--- src/logic/line_status_regs.svh ---
/*
 * Offsets, field positions, reset values and counts of the line status and
 * interrupt identity registers of one serial channel.
 * Assumes an 8-bit register port with a 3-bit word address.
 */
`ifndef LINE_STATUS_REGS_SVH
`define LINE_STATUS_REGS_SVH

// ****************************************************************
// register offsets
// ****************************************************************
`define ID_ADDR 3'h2
`define LS_ADDR 3'h5

// ****************************************************************
// line status fields
// ****************************************************************
`define LS_DR 0
`define LS_OE 1
`define LS_PAR 2
`define LS_FRM 3
`define LS_BRK 4
`define LS_TXE 5
`define LS_IDLE 6
`define LS_SUM 7

// ****************************************************************
// per-character error tag fields
// ****************************************************************
`define TAG_PAR 0
`define TAG_FRM 1
`define TAG_BRK 2

// ****************************************************************
// interrupt identity codes, bits 3..0
// ****************************************************************
`define ID_NONE 4'h1
`define ID_LINE 4'h6
`define ID_RXDATA 4'h4
`define ID_TIMEOUT 4'hc
`define ID_TXE 4'h2
`define ID_MODEM 4'h0

// ****************************************************************
// sizes, counts and reset values
// ****************************************************************
`define RX_DEPTH 5'h10
`define CHAR_DEPTH 5'h01
`define TICKS_PER_BIT_LOG2 4
`define RDATA_RESET 8'h00
`define TXE_INT_RESET 1'b1

`endif

--- src/logic/line_status_pkg.sv ---
/*
 * Types shared by the line status and interrupt identity logic.
 * Assumes the constants of line_status_regs.svh are included alongside.
 */
package line_status_pkg;

    typedef enum logic [2:0] {
        BRK_IDLE = 3'b001,
        BRK_COUNT = 3'b010,
        BRK_HELD = 3'b100
    } brk_state_type;

    typedef logic [2:0] err_tag_type;
    typedef logic [3:0] id_code_type;

endpackage : line_status_pkg

--- src/logic/line_status_ident.sv ---
/*
 * Line status and interrupt identity logic of one serial channel: receive
 * ready and error flags, per-character error tags for FIFO mode, break
 * detection, transmit emptiness, and the ranked interrupt identity.
 * Assumes the receive and transmit datapaths run on core_clk and report
 * their events as one-cycle pulses; serial_input is an asynchronous pin.
 */
// The register addresses and the strobed register port were chosen for this implementation.
`timescale 1ns/1ps
`include "line_status_regs.svh"

module line_status_ident
    import line_status_pkg::*;
(
    // clock and reset
    input wire logic core_clk,
    input wire logic rst_n,
    // register port
    input wire logic [2:0] reg_addr,
    input wire logic [7:0] reg_wdata,
    input wire logic reg_wr,
    input wire logic reg_rd,
    output logic [7:0] reg_rdata_r,
    // mode and interrupt enables
    input wire logic fifo_enable_bit,
    input wire logic en_rx_data,
    input wire logic en_txe,
    input wire logic en_line,
    input wire logic en_modem,
    // receive side
    input wire logic serial_input,
    input wire logic baud16_en,
    input wire logic [3:0] char_bits,
    input wire logic rx_char_done,
    input wire logic rx_parity_bad,
    input wire logic rx_frame_bad,
    input wire logic rx_data_read,
    input wire logic rx_trigger_reached,
    input wire logic rx_timeout,
    output logic rx_push_r,
    output logic rx_hold_off_r,
    output logic rx_resync_r,
    // transmit side and modem
    input wire logic tx_holding_write,
    input wire logic tx_shift_load,
    input wire logic tx_shift_busy,
    input wire logic modem_change,
    // interrupt request
    output logic irq_r
);

    // ****************************************************************
    // bus decode
    // ****************************************************************
    logic ls_rd;
    logic id_rd;
    // writes to either address are ignored; host keeps them read only
    assign ls_rd = reg_rd && (reg_addr == `LS_ADDR);
    assign id_rd = reg_rd && (reg_addr == `ID_ADDR);

    // ****************************************************************
    // break detection on the serial pin
    // ****************************************************************
    logic ser_meta_r;
    logic ser_r;
    brk_state_type brk_state_r;
    logic [7:0] low_cnt_r;
    logic [7:0] char_ticks;
    logic brk_evt;

    always_ff @(posedge core_clk) begin
        if (!rst_n) begin
            ser_meta_r <= 1'b1;
            ser_r <= 1'b1;
        end else begin
            ser_meta_r <= serial_input;
            ser_r <= ser_meta_r;
        end
    end

    assign char_ticks = {char_bits, 4'h0};
    // strictly longer than a character: one tick past the full count
    assign brk_evt = (brk_state_r == BRK_COUNT) && !ser_r && baud16_en
        && (low_cnt_r == char_ticks);

    always_ff @(posedge core_clk) begin
        if (!rst_n) begin
            brk_state_r <= BRK_IDLE;
            low_cnt_r <= 8'h00;
        end else begin
            unique case (brk_state_r)
                BRK_IDLE: begin
                    low_cnt_r <= 8'h00;
                    if (!ser_r) begin
                        brk_state_r <= BRK_COUNT;
                    end
                end
                BRK_COUNT: begin
                    if (ser_r) begin
                        brk_state_r <= BRK_IDLE;
                    end else if (brk_evt) begin
                        brk_state_r <= BRK_HELD;
                    end else if (baud16_en) begin
                        low_cnt_r <= low_cnt_r + 8'h01;
                    end
                end
                BRK_HELD: begin
                    // released by line high; receiver then hunts a start
                    if (ser_r) begin
                        brk_state_r <= BRK_IDLE;
                    end
                end
            endcase
        end
    end

    // ****************************************************************
    // receive accounting and error tags
    // ****************************************************************
    logic acc;
    err_tag_type acc_tag;
    logic [4:0] rx_cap;
    logic [4:0] rx_count_r;
    logic rx_full;
    logic push_ok;
    logic overrun;
    logic pop;
    logic [3:0] wr_ptr_r;
    logic [3:0] rd_ptr_r;
    err_tag_type err_tags_r [16];
    logic [15:0] err_live;
    logic any_err;
    logic head_seen_r;

    // chars arriving while the break is held are dropped
    assign acc = (rx_char_done && (brk_state_r != BRK_HELD))
        || brk_evt;
    assign acc_tag = brk_evt ? 3'b100 : {1'b0, rx_frame_bad, rx_parity_bad};
    assign rx_cap = fifo_enable_bit ? `RX_DEPTH : `CHAR_DEPTH;
    assign rx_full = (rx_count_r == rx_cap);
    assign push_ok = acc && !rx_full;
    assign overrun = acc && rx_full;
    assign pop = rx_data_read && (rx_count_r != 5'h00);

    always_ff @(posedge core_clk) begin
        if (!rst_n) begin
            rx_count_r <= 5'h00;
            wr_ptr_r <= 4'h0;
            rd_ptr_r <= 4'h0;
        end else begin
            // ready follows the count: set on push, clear when drained
            rx_count_r <= rx_count_r + {4'h0, push_ok}
                - {4'h0, pop};
            if (push_ok) begin
                wr_ptr_r <= wr_ptr_r + 4'h1;
            end
            if (pop) begin
                rd_ptr_r <= rd_ptr_r + 4'h1;
            end
        end
    end

    generate
        for (genvar i = 0; i < 16; i++) begin : g_tag
            logic [3:0] offs;
            assign offs = 4'(i) - rd_ptr_r;
            // the head is the entry being reported, not a later one
            assign err_live[i] = ({1'b0, offs} < rx_count_r)
                && (offs != 4'h0) && (err_tags_r[i] != 3'b000);
            always_ff @(posedge core_clk) begin
                if (!rst_n) begin
                    err_tags_r[i] <= 3'b000;
                end else if (push_ok && (wr_ptr_r == 4'(i))) begin
                    err_tags_r[i] <= acc_tag;
                end
            end
        end
    endgenerate

    assign any_err = |err_live;

    // head tag shows until a status read; a pop brings a fresh head
    always_ff @(posedge core_clk) begin
        if (!rst_n) begin
            head_seen_r <= 1'b0;
        end else if (pop) begin
            head_seen_r <= 1'b0;
        end else if (ls_rd) begin
            head_seen_r <= 1'b1;
        end
    end

    // ****************************************************************
    // line status flags
    // ****************************************************************
    logic oe_r;
    logic par_r;
    logic frm_r;
    logic brk_r;
    logic sum_r;
    err_tag_type head_tag;
    logic par_d;
    logic frm_d;
    logic brk_d;
    logic chr_acc;

    assign chr_acc = acc && !fifo_enable_bit;
    assign head_tag = ((rx_count_r != 5'h00) && !head_seen_r)
        ? err_tags_r[rd_ptr_r] : 3'b000;
    assign par_d = fifo_enable_bit ? head_tag[`TAG_PAR] : par_r;
    assign frm_d = fifo_enable_bit ? head_tag[`TAG_FRM] : frm_r;
    assign brk_d = fifo_enable_bit ? head_tag[`TAG_BRK] : brk_r;

    // a new event in the read cycle survives the clear
    always_ff @(posedge core_clk) begin
        if (!rst_n) begin
            oe_r <= 1'b0;
            par_r <= 1'b0;
            frm_r <= 1'b0;
            brk_r <= 1'b0;
        end else begin
            oe_r <= overrun || (oe_r && !ls_rd);
            par_r <= (chr_acc && acc_tag[`TAG_PAR])
                || (par_r && !ls_rd);
            frm_r <= (chr_acc && acc_tag[`TAG_FRM])
                || (frm_r && !ls_rd);
            brk_r <= (chr_acc && acc_tag[`TAG_BRK])
                || (brk_r && !ls_rd);
        end
    end

    always_ff @(posedge core_clk) begin
        if (!rst_n) begin
            sum_r <= 1'b0;
        end else begin
            sum_r <= fifo_enable_bit && ((push_ok && (acc_tag != 3'b000))
                || (sum_r && !(ls_rd && !any_err)));
        end
    end

    // ****************************************************************
    // receive side strobes
    // ****************************************************************
    always_ff @(posedge core_clk) begin
        if (!rst_n) begin
            rx_push_r <= 1'b0;
            rx_hold_off_r <= 1'b0;
            rx_resync_r <= 1'b0;
        end else begin
            // character mode overwrites the holding register on overrun
            rx_push_r <= push_ok || chr_acc;
            rx_hold_off_r <= brk_evt || (rx_hold_off_r && !ser_r);
            rx_resync_r <= rx_char_done && rx_frame_bad;
        end
    end

    // ****************************************************************
    // transmit emptiness
    // ****************************************************************
    logic [4:0] tx_count_r;
    logic txe;
    logic txe_q_r;
    logic tx_idle;
    logic txe_int_r;
    logic tx_grow;

    assign tx_grow = tx_holding_write && (tx_count_r != rx_cap);
    assign txe = (tx_count_r == 5'h00);
    assign tx_idle = txe && !tx_shift_busy;

    always_ff @(posedge core_clk) begin
        if (!rst_n) begin
            tx_count_r <= 5'h00;
            txe_q_r <= 1'b1;
        end else begin
            tx_count_r <= tx_count_r + {4'h0, tx_grow}
                - {4'h0, tx_shift_load && (tx_count_r != 5'h00)};
            txe_q_r <= txe;
        end
    end

    // ****************************************************************
    // interrupt ranking and identity
    // ****************************************************************
    logic line_pend;
    logic rxd_pend;
    logic to_pend;
    logic txe_pend;
    logic modem_pend;
    id_code_type live_code;
    id_code_type shown_code;
    id_code_type frozen_code_r;
    logic frozen_r;
    logic frozen_live;
    logic [7:0] ls_byte;
    logic [7:0] id_byte;

    assign line_pend = en_line
        && (oe_r || par_d || frm_d || brk_d);
    assign rxd_pend = en_rx_data && (fifo_enable_bit ? rx_trigger_reached
        : (rx_count_r != 5'h00));
    assign to_pend = en_rx_data && fifo_enable_bit && rx_timeout;
    assign txe_pend = en_txe && txe_int_r;
    assign modem_pend = en_modem && modem_change;

    always_comb begin
        if (line_pend) begin
            live_code = `ID_LINE;
        end else if (rxd_pend) begin
            live_code = `ID_RXDATA;
        end else if (to_pend) begin
            live_code = `ID_TIMEOUT;
        end else if (txe_pend) begin
            live_code = `ID_TXE;
        end else if (modem_pend) begin
            live_code = `ID_MODEM;
        end else begin
            live_code = `ID_NONE;
        end
    end

    always_comb begin
        unique case (frozen_code_r)
            `ID_LINE: frozen_live = line_pend;
            `ID_RXDATA: frozen_live = rxd_pend;
            `ID_TIMEOUT: frozen_live = to_pend;
            `ID_TXE: frozen_live = txe_pend;
            `ID_MODEM: frozen_live = modem_pend;
            default: frozen_live = 1'b0;
        endcase
    end

    // holds the reported source until its own cause is serviced
    always_ff @(posedge core_clk) begin
        if (!rst_n) begin
            frozen_r <= 1'b0;
            frozen_code_r <= `ID_NONE;
        end else if (frozen_r) begin
            frozen_r <= frozen_live;
        end else if (id_rd && (live_code != `ID_NONE)) begin
            frozen_r <= 1'b1;
            frozen_code_r <= live_code;
        end
    end

    assign shown_code = frozen_r ? frozen_code_r : live_code;

    // an empty rise re-arms; holding write or reporting it disarms
    always_ff @(posedge core_clk) begin
        if (!rst_n) begin
            txe_int_r <= `TXE_INT_RESET;
        end else begin
            txe_int_r <= (txe && !txe_q_r) || (txe_int_r
                && !tx_holding_write
                && !(id_rd && (shown_code == `ID_TXE)));
        end
    end

    assign ls_byte = {sum_r, tx_idle, txe, brk_d, frm_d, par_d, oe_r,
        rx_count_r != 5'h00};
    assign id_byte = {{2{fifo_enable_bit}}, 2'b00,
        shown_code};

    always_ff @(posedge core_clk) begin
        if (!rst_n) begin
            reg_rdata_r <= `RDATA_RESET;
            irq_r <= 1'b0;
        end else begin
            reg_rdata_r <= ls_rd ? ls_byte : (id_rd ? id_byte : 8'h00);
            irq_r <= (live_code != `ID_NONE);
        end
    end
endmodule : line_status_ident

--- config.mk ---
export PLATFORM = sky130hd
export DESIGN_NAME = line_status_ident
export DESIGN_NICKNAME = d
export VERILOG_FILES = /design/src/logic/line_status_pkg.sv /design/src/logic/line_status_ident.sv
export VERILOG_INCLUDE_DIRS = /design/src /design/src/logic
export SDC_FILE = /design/constraint.sdc
export NUM_CORES = 1
export LEC_CHECK = 0
export BUFFER_PORTS_ARGS = -buffer_cell sky130_fd_sc_hd__buf_2
export CORE_AREA = 3 3 108 110
export DETAILED_ROUTE_END_ITERATION = 16
export DIE_AREA = 0 0 111 113
export PLACE_DENSITY_LB_ADDON = 0.25
export SLEW_MARGIN = 30
export SYNTH_ARGS = -nofsm -noshare
export SYNTH_HDL_FRONTEND = slang
export SYNTH_SLANG_ARGS = --single-unit
--- constraint.sdc ---
create_clock -name core_clk -period 4.41 [get_ports core_clk]
set_input_delay 0.2205 -clock core_clk [delete_from_list [all_inputs] [get_ports core_clk]]
set_output_delay 0.2205 -clock core_clk [all_outputs]
set_load 0.01 [all_outputs]
==> results of run 1 <==
[cell usage in the layout (no fill, tap or decap), types with 24 or more instances in the layout]
master,n
o21ai_0,24
dfxtp_1,60
inv_1,46
nand3_1,29
a21oi_1,37
ha_1,60
nor2_1,76
edfxtp_1,48
buf_2,38
nand2_1,57
[timing repair]
action | in CTS | in global routing
gates resized for setup | 0 | 0
hold buffers | 2 | 0
endpoints found under the setup margin | 0 | 0
endpoints found under the hold margin | 2 | 0
[registers in the layout, indices dropped and copies added (netlist names), 3 cells and up, named ones only]
name,cells
wr_ptr_r,4
reg_rdata_r,8
rx_count_r,5
err_tags_r,48
rd_ptr_r,4
frozen_code_r,4
brk_state_r,3
low_cnt_r,8
tx_count_r,5
[cells in the mapped netlist (4+ instances only)]
| cell type | count |
|---|---|
| a21boi_0 | 6 |
| nor2b_1 | 16 |
| a22oi_1 | 5 |
| and3_1 | 4 |
| or3_1 | 8 |
| nand2_1 | 57 |
| clkbuf_1 | 18 |
| a21o_1 | 9 |
| nor3_1 | 11 |
| xor2_1 | 10 |
| o32ai_1 | 7 |
| o21ai_0 | 24 |
| mux2i_1 | 9 |
| a31oi_1 | 6 |
| nand2b_1 | 9 |
| nand3_1 | 29 |
| edfxtp_1 | 48 |
| ha_1 | 60 |
| a21oi_1 | 37 |
| xnor2_1 | 21 |
| inv_1 | 46 |
| buf_4 | 4 |
| dfxtp_1 | 60 |
| mux4_2 | 6 |
| nand4_1 | 11 |
| nor2_1 | 76 |
| and2_1 | 19 |
| a211oi_1 | 8 |
[report_power, final]
part	internal, mW	switching, mW	total (mW)
Combinational	0.572	0.710	1.28
Clock	0.219	0.373	0.593
Sequential	1.15	0.131	1.28
[area by class of cell]
cell class	instances	area [sq um]	area share, %
multi-input combinational	501	3503	50.65
timing repair buffer	43	232.7	3.365
inverter	46	172.7	2.496
clock inverter	7	66.31	0.9588
tap	140	175.2	2.533
sequential	108	2643	38.21
clock buffer	9	123.9	1.791
[through the flow]
step           area (sq um)  util (%)
2_1_floorplan          6470         -
4_1_cts                6917     64.09
3_5_place_dp           6706     62.14
3_3_place_gp           6706     62.14
6_report               6917     64.09
5_1_grt                6917     64.09
[cell families after synthesis]
| logic type | Yosys count | synth area share, % |
|---|---|---|
| buffers and inverters | 75 | 5.009 |
| AOI/OAI and AO/OA | 129 | 13.23 |
| and+or+nand+nor | 260 | 19.86 |
| adders and majority gates | 62 | 12.22 |
| muxes | 19 | 4.641 |
| xor gates and xnor gates | 31 | 4.196 |
| DFF | 108 | 40.84 |
[worst paths after layout]
check / end / slack, ns / depth (start not counted)
worst max-delay path: rx_count_r[4] / 0.67 / 14
worst min-delay path: rx_resync_r / 0.09 / 2
worst max register to register: rx_count_r[4] / 0.67 / 14
worst min register to register: ser_r / 0.44 / 1
[layer usage]
| metal | GRT usage (%) | part of all wire (%) | routed length, microns | vias up |
|---|---|---|---|---|
| li1 | - | - | - | 2456 |
| met1 | 30.15 | 44 | 6324 | 2393 |
| met2 | 38.59 | 47 | 6789 | 164 |
| met3 | 5.080 | 6.0 | 857 | 29 |
| met4 | 9.113 | 2.5 | 354 | 0 |
| met5 | 0 | 0 | 0 | - |
[worst max-delay path, delay by kind of cell (launching register included)]
family	cells	cell delay [ns]
AO/OA/AOI/OAI	1	0.18
flip-flops	1	0.33
buffers and inverters	4	0.69
adder cells (fa/ha/maj)	4	1.04
AND/OR/NAND/NOR	5	1.40
==> metrics.md, run 1 <==
| Metric | Value |
|---|---|
| Final setup TNS | 0 ns |
| Top_reg_cell synth | dfxtp_1 |
| Vias in the first global route | 4907 |
| Post-route ant nets | 0 |
| Post-synth EDFFs | 48 |
| DRT iter0 DRCs | 310 |
| Critical Path Slowest Stage Cell | nor4b_1 |
| Final max-slew violation count | 0 |
| I/O pins | 48 |
| Max-cap violations | 0 |
| Critical hold path startpoint | rx_frame_bad |
| Global-route wire length before repair | 23690 microns |
| CTS clock-pin slew for the worst setup and hold paths | 0.10 ns |
| CP Launch Type | flop |
| RSZ-0062 raised after global routing | false |
| Area growth syn-to-layout | 6.904% |
| Fin Clk Skew | 0.008102 ns |
| Root buffer cell | clkbuf_8 |
| Top-area cell type share of the netlist area | 22.28% |
| Port Buf Inserts | 38 |
| Vias | 5042 |
| Hold slack | 0.08540 ns |
| Fin crit share | 84.72% |
| Ratio of cells with drive above 1 in the final layout | 10.36% |
| Wire per inst | 16.77 microns |
| Antenna violations before repair | 0 |
| Crit Path Max Fanout | 18 |
| Overall routing resource usage | 23.34% |
| Worst-path cell chain | inv_1 -> ha_1 -> nor4b_1 -> nor2b_1 -> ha_1 -> inv_1 -> ha_1 -> inv_1 -> fa_1 -> inv_1 -> a21oi_1 -> nor2_1 -> or3_1 -> and3_1 |
| Setup bufs post-CTS | 0 |
| Crit. Startpoint | rx_count_r[3] |
| Synth Register Bits | 108 |
| Core area | 10790 sq um |
| Clk Latency, worst-skew pair | 0.39 ns |
| Pwr Density | 455.6 nW/um^2 |
| Largest net degree at the start of global routing | 37 |
| Yosys Warn Count | 0 |
| Cells after Synth | 684 |
| Post-synthesis net count | 782 |
| CP required | 4.70 ns |
| Cell Area, Synth | 6470 sq um |
| Final Hold Fails | 0 |
| Total power | 3.151 mW |
| Initial Utilization | 59.95% |
| Post-Route WL | 14330 microns |
| Drt first pass iters | 5 |
| Min Tclk post-route | 3.736 ns |
| Total Die Area | 12540 sq um |
| CTS buffer count | 9 |
| Yosys top cell by area | edfxtp_1 |
| CTS tree | done |
| Endpoint class of the critical path | flop |
| Critical R2R Launch | rx_count_r[3] |
| Status | finished, final reports clean |
| DPL Wire Length | 10570 microns |
| Layout Cells excl Fill | 854 |
| Cell variety after synth | 67 |
| Max incr delay on CP | 0.54 ns |
| # fillers | 862 |
| Final net count | 807 |
| Post-synth ARST share | 0% |
| Highest Clock Rate | 267.6 MHz |
| Critical path type | flop to flop |
| Die height | 113 microns |
| Post-Place Worst Slack | 0.7340 ns |
| Worst-Margin Slew | 0.8159 ns |
| Gp weighted congestion | 0.9513 |
| Static Leak | 2.725 nW |
| Syn avg cell area | 9.459 sq um |
| CP arrival | 4.03 ns |
| Max VDD drop | 0.4506 mV |
| Placed instance count | 836 |
| Vias per cell | 5.904 |
| Hold WC Path Type | input pin to flop |
| Die span in x | 111 microns |
| Clk buf depth | 2 |
| Slew margin rel. | 45.45% |
| PnR worst setup slack | 0.6738 ns |
| Drc violations | 0 |
| Post-synthesis sequential area ratio | 40.84% |
| Dominant cells by area after synthesis | edfxtp_1 (22%), dfxtp_1 (19%), ha_1 (12%) |
| Final setup fails | 0 |
| Clock sink total | 108 |
| Htree depth | 3 |
| Row count | 38 |
| Gr ovfl total | 0 |
| ANT cells | 0 |
| Cell mode on critical path | inv_1 |
(Power assumes the default switching activity.)
==> run 2, diff against run 1 <==
--- a/config.mk
+++ b/config.mk
@@ -7,9 +7,9 @@
 export NUM_CORES = 1
 export LEC_CHECK = 0
 export BUFFER_PORTS_ARGS = -buffer_cell sky130_fd_sc_hd__buf_2
-export CORE_AREA = 3 3 108 110
+export CORE_AREA = 3 3 113 115
 export DETAILED_ROUTE_END_ITERATION = 16
-export DIE_AREA = 0 0 111 113
+export DIE_AREA = 0 0 116 118
 export PLACE_DENSITY_LB_ADDON = 0.25
 export SLEW_MARGIN = 30
 export SYNTH_ARGS = -nofsm -noshare
==> constraint.sdc (replaced) <==
create_clock -name core_clk -period 3.2 [get_ports core_clk]
set_input_delay 0.16 -clock core_clk [delete_from_list [all_inputs] [get_ports core_clk]]
set_output_delay 0.16 -clock core_clk [all_outputs]
set_load 0.01 [all_outputs]
==> run 2 against run 1 <==
Final cell count grew 2.5%. Highest routed layer unchanged. Utilization shrank 4.0 points. Clock skew is essentially flat. Combinational power grew 45%. Register-to-register slack lost 0.46 ns. Maximum frequency grew 25%. Global-route usage shrank 1.2 points. Critical path depth grew 1. Largest cell class unchanged. First-iteration DRC count grew 8.7%. Non-clock buffer count grew 14.
==> metrics.md, run 2 (same netlist as run 1, synthesis figures left out) <==
| Metric | Value |
|---|---|
| Ratio of cells with drive above 1 in the final layout | 13.05% (+2.7 points) |
| Vias per cell | 5.778 (-2.1%) |
| DPL Wire Length | 11010 microns (+4.1%) |
| I/O pins | 48 (unchanged) |
| Die span in x | 116 microns (+4.5%) |
| Static Leak | 2.843 nW (+4.4%) |
| Port Buf Inserts | 38 (unchanged) |
| Worst-Margin Slew | 0.8054 ns (-0.01052 ns) |
| DR WL met2 | 6847 microns (+0.85%) |
| Largest Register | err_tags_r |
| CP required | 3.46 ns (-1.24 ns) |
| CTS tree | done |
| Final Util | 60.09% (-4.0 points) |
| Hold slack | 0.05329 ns (-0.03211 ns) |
| Clk Latency, worst-skew pair | 0.36 ns (-0.03 ns) |
| WL met1 | 6456 microns (+2.1%) |
| Clk buf depth | 2 (unchanged) |
| Design Area, Final | 7158 sq um (+3.5%) |
| Total Die Area | 13690 sq um (+9.1%) |
| Core area | 11910 sq um (+10%) |
| Die height | 118 microns (+4.4%) |
| Vias | 5056 (+0.28%) |
| Final Hold Fails | 0 (unchanged) |
| Vias in the first global route | 5029 (+2.5%) |
| PnR worst setup slack | 0.2134 ns (-0.4604 ns) |
| Endpoint class of the critical path | flop |
| Htree depth | 3 (unchanged) |
| Hold WC Path Type | input pin to flop |
| Top routing layer used | met4 |
| Clock sink total | 108 (unchanged) |
| R2R depth | 15 (+1) |
| Pwr Density | 655.9 nW/um^2 (+44%) |
| Post-Route WL | 14490 microns (+1.1%) |
| Final max-slew violation count | 0 (unchanged) |
| Drc violations | 0 (unchanged) |
| Max-cap violations | 0 (unchanged) |
| # fillers | 1022 (+19%) |
| Total power | 4.695 mW (+49%) |
| DRT iter0 DRCs | 337 (+8.7%) |
| Placed instance count | 856 (+2.4%) |
| Largest net degree at the start of global routing | 27 (-27%) |
| Row count | 40 (+5.3%) |
| Post-route ant nets | 0 (unchanged) |
| Hold Path Cell Cnt | 2 (unchanged) |
| Critical path type | flop to flop |
| Highest Clock Rate | 334.8 MHz (+25%) |
| CTS clock-pin slew for the worst setup and hold paths | 0.08 ns (-0.02 ns) |
| Post-Place Worst Slack | 0.1458 ns (-0.5882 ns) |
| Fin crit share | 93.33% (+8.6 points) |
| Global-route wire length before repair | 24110 microns (+1.8%) |
| Min Tclk post-route | 2.987 ns (-0.7496 ns) |
| ANT cells | 0 (unchanged) |
| CP Launch Type | flop |
| Initial Utilization | 54.32% (-5.6 points) |
| Crit Path Max Fanout | 6 (-12) |
| CTS buffer count | 9 (unchanged) |
| Status | finished, final reports clean |
| Wire per inst | 16.56 microns (-1.3%) |
| Drt first pass iters | 5 (unchanged) |
| Antenna violations before repair | 0 (unchanged) |
| Final net count | 821 (+1.7%) |
| Commonest non-fill, non-tap cell in the layout | nor2_1 |
| Max VDD drop | 0.5248 mV (+16%) |
| Area growth syn-to-layout | 10.64% |
| CP arrival | 3.24 ns (-0.79 ns) |
| Overall routing resource usage | 22.18% (-1.2 points) |
| Final setup TNS | 0 ns (unchanged) |
| Commonest cells after routing, fill and taps aside | nor2_1 (76), ha_1 (59), nand2_1 (57), dfxtp_1 (57), edfxtp_1 (48) |
| Fin Clk Skew | 0.008445 ns (+0.0003436 ns) |
| Biggest regs | err_tags_r (48), low_cnt_r (8), reg_rdata_r (8) |
| Gp weighted congestion | 0.9463 (-0.53%) |
| Post-DP Area | 6828 sq um (+1.8%) |
| Max reg flops | 48 (unchanged) |
| Slew margin rel. | 45.98% (+0.53 points) |
| Layout Cells excl Fill | 875 (+2.5%) |
| Met3 wire length | 812 microns (-5.3%) |
| Root buffer cell | clkbuf_16 |
| Gr ovfl total | 0 (unchanged) |
| Final setup fails | 0 (unchanged) |
| RSZ-0062 raised after global routing | false |
[run 2: worst paths after layout]
kind / from / endpoint / slack (ns)
worst max register to register: brk_state_r[1] / rx_count_r[4] / 0.21
worst min register to register: ser_meta_r / ser_r / 0.41
worst min-delay path: rx_frame_bad / rx_resync_r / 0.05
worst max-delay path: brk_state_r[1] / rx_count_r[4] / 0.21
[run 2: power breakdown]
| group | leakage, nW | total [mW] | internal, mW | switching [mW] |
|---|---|---|---|---|
| sequential | 0.988 | 1.73 | 1.58 | 0.152 |
| clock | 0.148 | 1.11 | 0.556 | 0.550 |
| combinational | 1.71 | 1.86 | 0.841 | 1.02 |
[run 2: final cells by class]
| cell class | instances | area, sq um | share of cell area (%) |
|---|---|---|---|
| Tap cell | 147 | 183.9 | 2.569 |
| Timing Repair Buffer | 57 | 337.8 | 4.719 |
| Sequential cell | 108 | 2646 | 36.97 |
| Multi-Input combinational cell | 501 | 3518 | 49.15 |
| Clock inverter | 7 | 73.82 | 1.031 |
| Clock buffer | 9 | 225.2 | 3.146 |
| Inverter | 46 | 172.7 | 2.412 |
[run 2: metal layers]
| layer | up-vias | track usage (%) |
|---|---|---|
| met2 | 152 | 34.96 |
| met1 | 2395 | 29.99 |
| met5 | - | 0 |
| met3 | 23 | 5.193 |
| li1 | 2486 | - |
| met4 | 0 | 7.324 |
[run 2: repair_timing]
| action | in CTS | in global routing |
|---|---|---|
| hold buffers | 2 | 0 |
| endpoints found under the setup margin | 0 | 1 |
| buffers inserted | 0 | 1 |
| endpoints found under the hold margin | 2 | 0 |
| gates resized for setup | 0 | 3 |
[run 2: critical path: stages (launching register included)]
cell      delay (ns)
dfxtp_2         0.38
nor3b_4         0.20
nand2_1         0.08
or3_1           0.41
a21boi_2        0.23
inv_1           0.07
ha_1            0.27
inv_1           0.04
ha_2            0.16
inv_1           0.08
fa_2            0.22
inv_1           0.04
a21oi_1         0.11
nor2_1          0.06
or3_1           0.34
and3_1          0.18
==> run 3, diff against run 2 <==
--- a/config.mk
+++ b/config.mk
@@ -10,7 +10,7 @@
 export CORE_AREA = 3 3 113 115
 export DETAILED_ROUTE_END_ITERATION = 16
 export DIE_AREA = 0 0 116 118
-export PLACE_DENSITY_LB_ADDON = 0.25
+export PLACE_DENSITY = 0.76
 export SLEW_MARGIN = 30
 export SYNTH_ARGS = -nofsm -noshare
 export SYNTH_HDL_FRONTEND = slang
==> run 3 against run 2 <==
Via count increased by 0.59%. Flip-flop and latch count unchanged. Worst setup slack got worse by 0.0052 ns. Global-route usage increased by 0.28 points. Die area unchanged. Maximum frequency decreased by 0.17%. First-iteration DRC count increased by 27%. Non-clock buffer count decreased by 1. Clock-buffer cell count unchanged. Sequential power about the same. Wire length increased by 1.4%.
==> metrics.md, run 3 (same netlist as run 1, synthesis figures left out) <==
| Metric | Value |
|---|---|
| Global-route wire length before repair | 24410 microns (+1.2%) |
| Critical R2R Launch | brk_state_r[1] |
| Placed instance count | 855 (-0.12%) |
| Clock sink total | 108 (unchanged) |
| Commonest non-fill, non-tap cell in the layout | nor2_1 |
| Highest Clock Rate | 334.2 MHz (-0.17%) |
| I/O pins | 48 (unchanged) |
| Final Util | 60.07% (about the same) |
| Wire per inst | 16.81 microns (+1.5%) |
| Die span in x | 116 microns (unchanged) |
| Gp weighted congestion | 0.8991 (-5.0%) |
| Static Leak | 2.848 nW (+0.15%) |
| DPL Wire Length | 11040 microns (+0.30%) |
| Critical path type | flop to flop |
| Pwr Density | 657.9 nW/um^2 (+0.31%) |
| Endpoint class of the critical path | flop |
| Final Hold Fails | 0 (unchanged) |
| CTS clock-pin slew for the worst setup and hold paths | 0.08 ns (about the same) |
| Port Buf Inserts | 38 (unchanged) |
| Worst-Margin Slew | 0.8098 ns (+0.004368 ns) |
| Initial Utilization | 54.32% (unchanged) |
| Area growth syn-to-layout | 10.60% (about the same) |
| Largest net degree at the start of global routing | 38 (+41%) |
| Vias | 5086 (+0.59%) |
| Vias in the first global route | 4996 (-0.66%) |
| Ratio of cells with drive above 1 in the final layout | 12.93% (-0.12 points) |
| Overall routing resource usage | 22.46% (+0.28 points) |
| Clk Latency, worst-skew pair | 0.36 ns (about the same) |
| Post-Route WL | 14690 microns (+1.4%) |
| Clk buf depth | 2 (unchanged) |
| Drc violations | 0 (unchanged) |
| Biggest regs | err_tags_r (48), low_cnt_r (8), reg_rdata_r (8) |
| Crit. Startpoint | brk_state_r[1] |
| DRT iter0 DRCs | 428 (+27%) |
| Final net count | 820 (-0.12%) |
| CTS tree | done |
| Antenna violations before repair | 0 (unchanged) |
| CTS buffer count | 9 (unchanged) |
| Post-route ant nets | 0 (unchanged) |
| Max VDD drop | 0.3734 mV (-29%) |
| CP required | 3.46 ns (about the same) |
| Max reg flops | 48 (unchanged) |
| RSZ-0062 raised after global routing | false |
| Die height | 118 microns (unchanged) |
| Row count | 40 (unchanged) |
| CP arrival | 3.25 ns (about the same) |
| Htree depth | 3 (unchanged) |
| Max-cap violations | 0 (unchanged) |
| Hold WC Path Type | input pin to flop |
| Fin Clk Skew | 0.01013 ns (+0.001689 ns) |
| Root buffer cell | clkbuf_16 |
| ANT cells | 0 (unchanged) |
| Total Die Area | 13690 sq um (unchanged) |
| Critical hold path startpoint | rx_char_done |
| Layout Cells excl Fill | 874 (-0.11%) |
| Hold slack | 0.08064 ns (+0.02734 ns) |
| Slew margin rel. | 45.86% (-0.12 points) |
| Gr ovfl total | 0 (unchanged) |
| Vias per cell | 5.819 (+0.71%) |
| Final max-slew violation count | 0 (unchanged) |
| Drt first pass iters | 5 (unchanged) |
| Final setup TNS | 0 ns (unchanged) |
| Status | finished, final reports clean |
| Crit Path Max Fanout | 6 (unchanged) |
| Final setup fails | 0 (unchanged) |
| Fin crit share | 93.50% (+0.16 points) |
| Core area | 11910 sq um (unchanged) |
| Largest Register | err_tags_r |
| CP Launch Type | flop |
| Commonest cells after routing, fill and taps aside | nor2_1 (76), ha_1 (59), dfxtp_1 (58), nand2_1 (57), edfxtp_1 (48) |
| Min Tclk post-route | 2.992 ns (+0.005228 ns) |
-- run 3: cell types whose count changed in the layout (fill, tap and decap cells not counted), sizes merged --
cell  delta
buf      -1
-- run 3: final cells by class --
type                       count  area, sq um
sequential                   108         2648
timing repair buffer          56        330.3
multi-input combinational    501         3531
tap                          147        183.9
fill                         986         4756
clock inverter                 7        65.06
inverter                      46        172.7
clock buffer                   9        225.2
-- run 3: per-stage QoR --
step                instance area, sq um  power, mW  setup slack (ns)
CTS                                 7131      4.711           0.08991
global route                        7156      5.039          0.009462
finish                              7156      4.708            0.2081
floorplan                           6504      3.144           0.01794
global placement                    6820      3.517            0.2081
detailed placement                  6820      3.601            0.1266
-- run 3: critical path: stages (launching register included) --
cell and delay (ns):
dfxtp_4 0.37, nor3b_4 0.21, nand2_1 0.11, or3_4 0.42, a21boi_4 0.19, inv_1 0.07
ha_1 0.27, inv_1 0.04, ha_2 0.16, inv_1 0.07, fa_2 0.21, inv_1 0.04
a21oi_1 0.13, nor2_1 0.07, or3_1 0.34, and3_1 0.18
-- run 3: timing repair --
item	4_1_cts	5_1_grt
resized for setup	0	5
hold buffers	2	0
buffers inserted	0	1
setup endpoints to repair	0	1
hold endpoints to repair	2	0
-- run 3: final timing paths --
path / end / slack (ns) / depth (start not counted)
max: rx_count_r[4] / 0.21 / 15
min: rx_resync_r / 0.08 / 2
max reg2reg: rx_count_r[4] / 0.21 / 15
min reg2reg: ser_r / 0.42 / 1
-- run 3: per-layer routing --
| metal | GRT usage [%] | routed length [microns] | vias to the layer above |
|---|---|---|---|
| met5 | 0 | 0 | - |
| met4 | 7.542 | 365 | 0 |
| met3 | 4.422 | 768 | 21 |
| met2 | 35.76 | 7016 | 150 |
| met1 | 30.52 | 6543 | 2421 |
| li1 | - | - | 2494 |
-- run 3: power by group --
group	internal (mW)	switching [mW]	leakage [nW]
Combinational	0.850	1.02	1.71
Clock	0.551	0.554	0.146
Sequential	1.58	0.149	0.988
Total	2.98	1.73	2.85
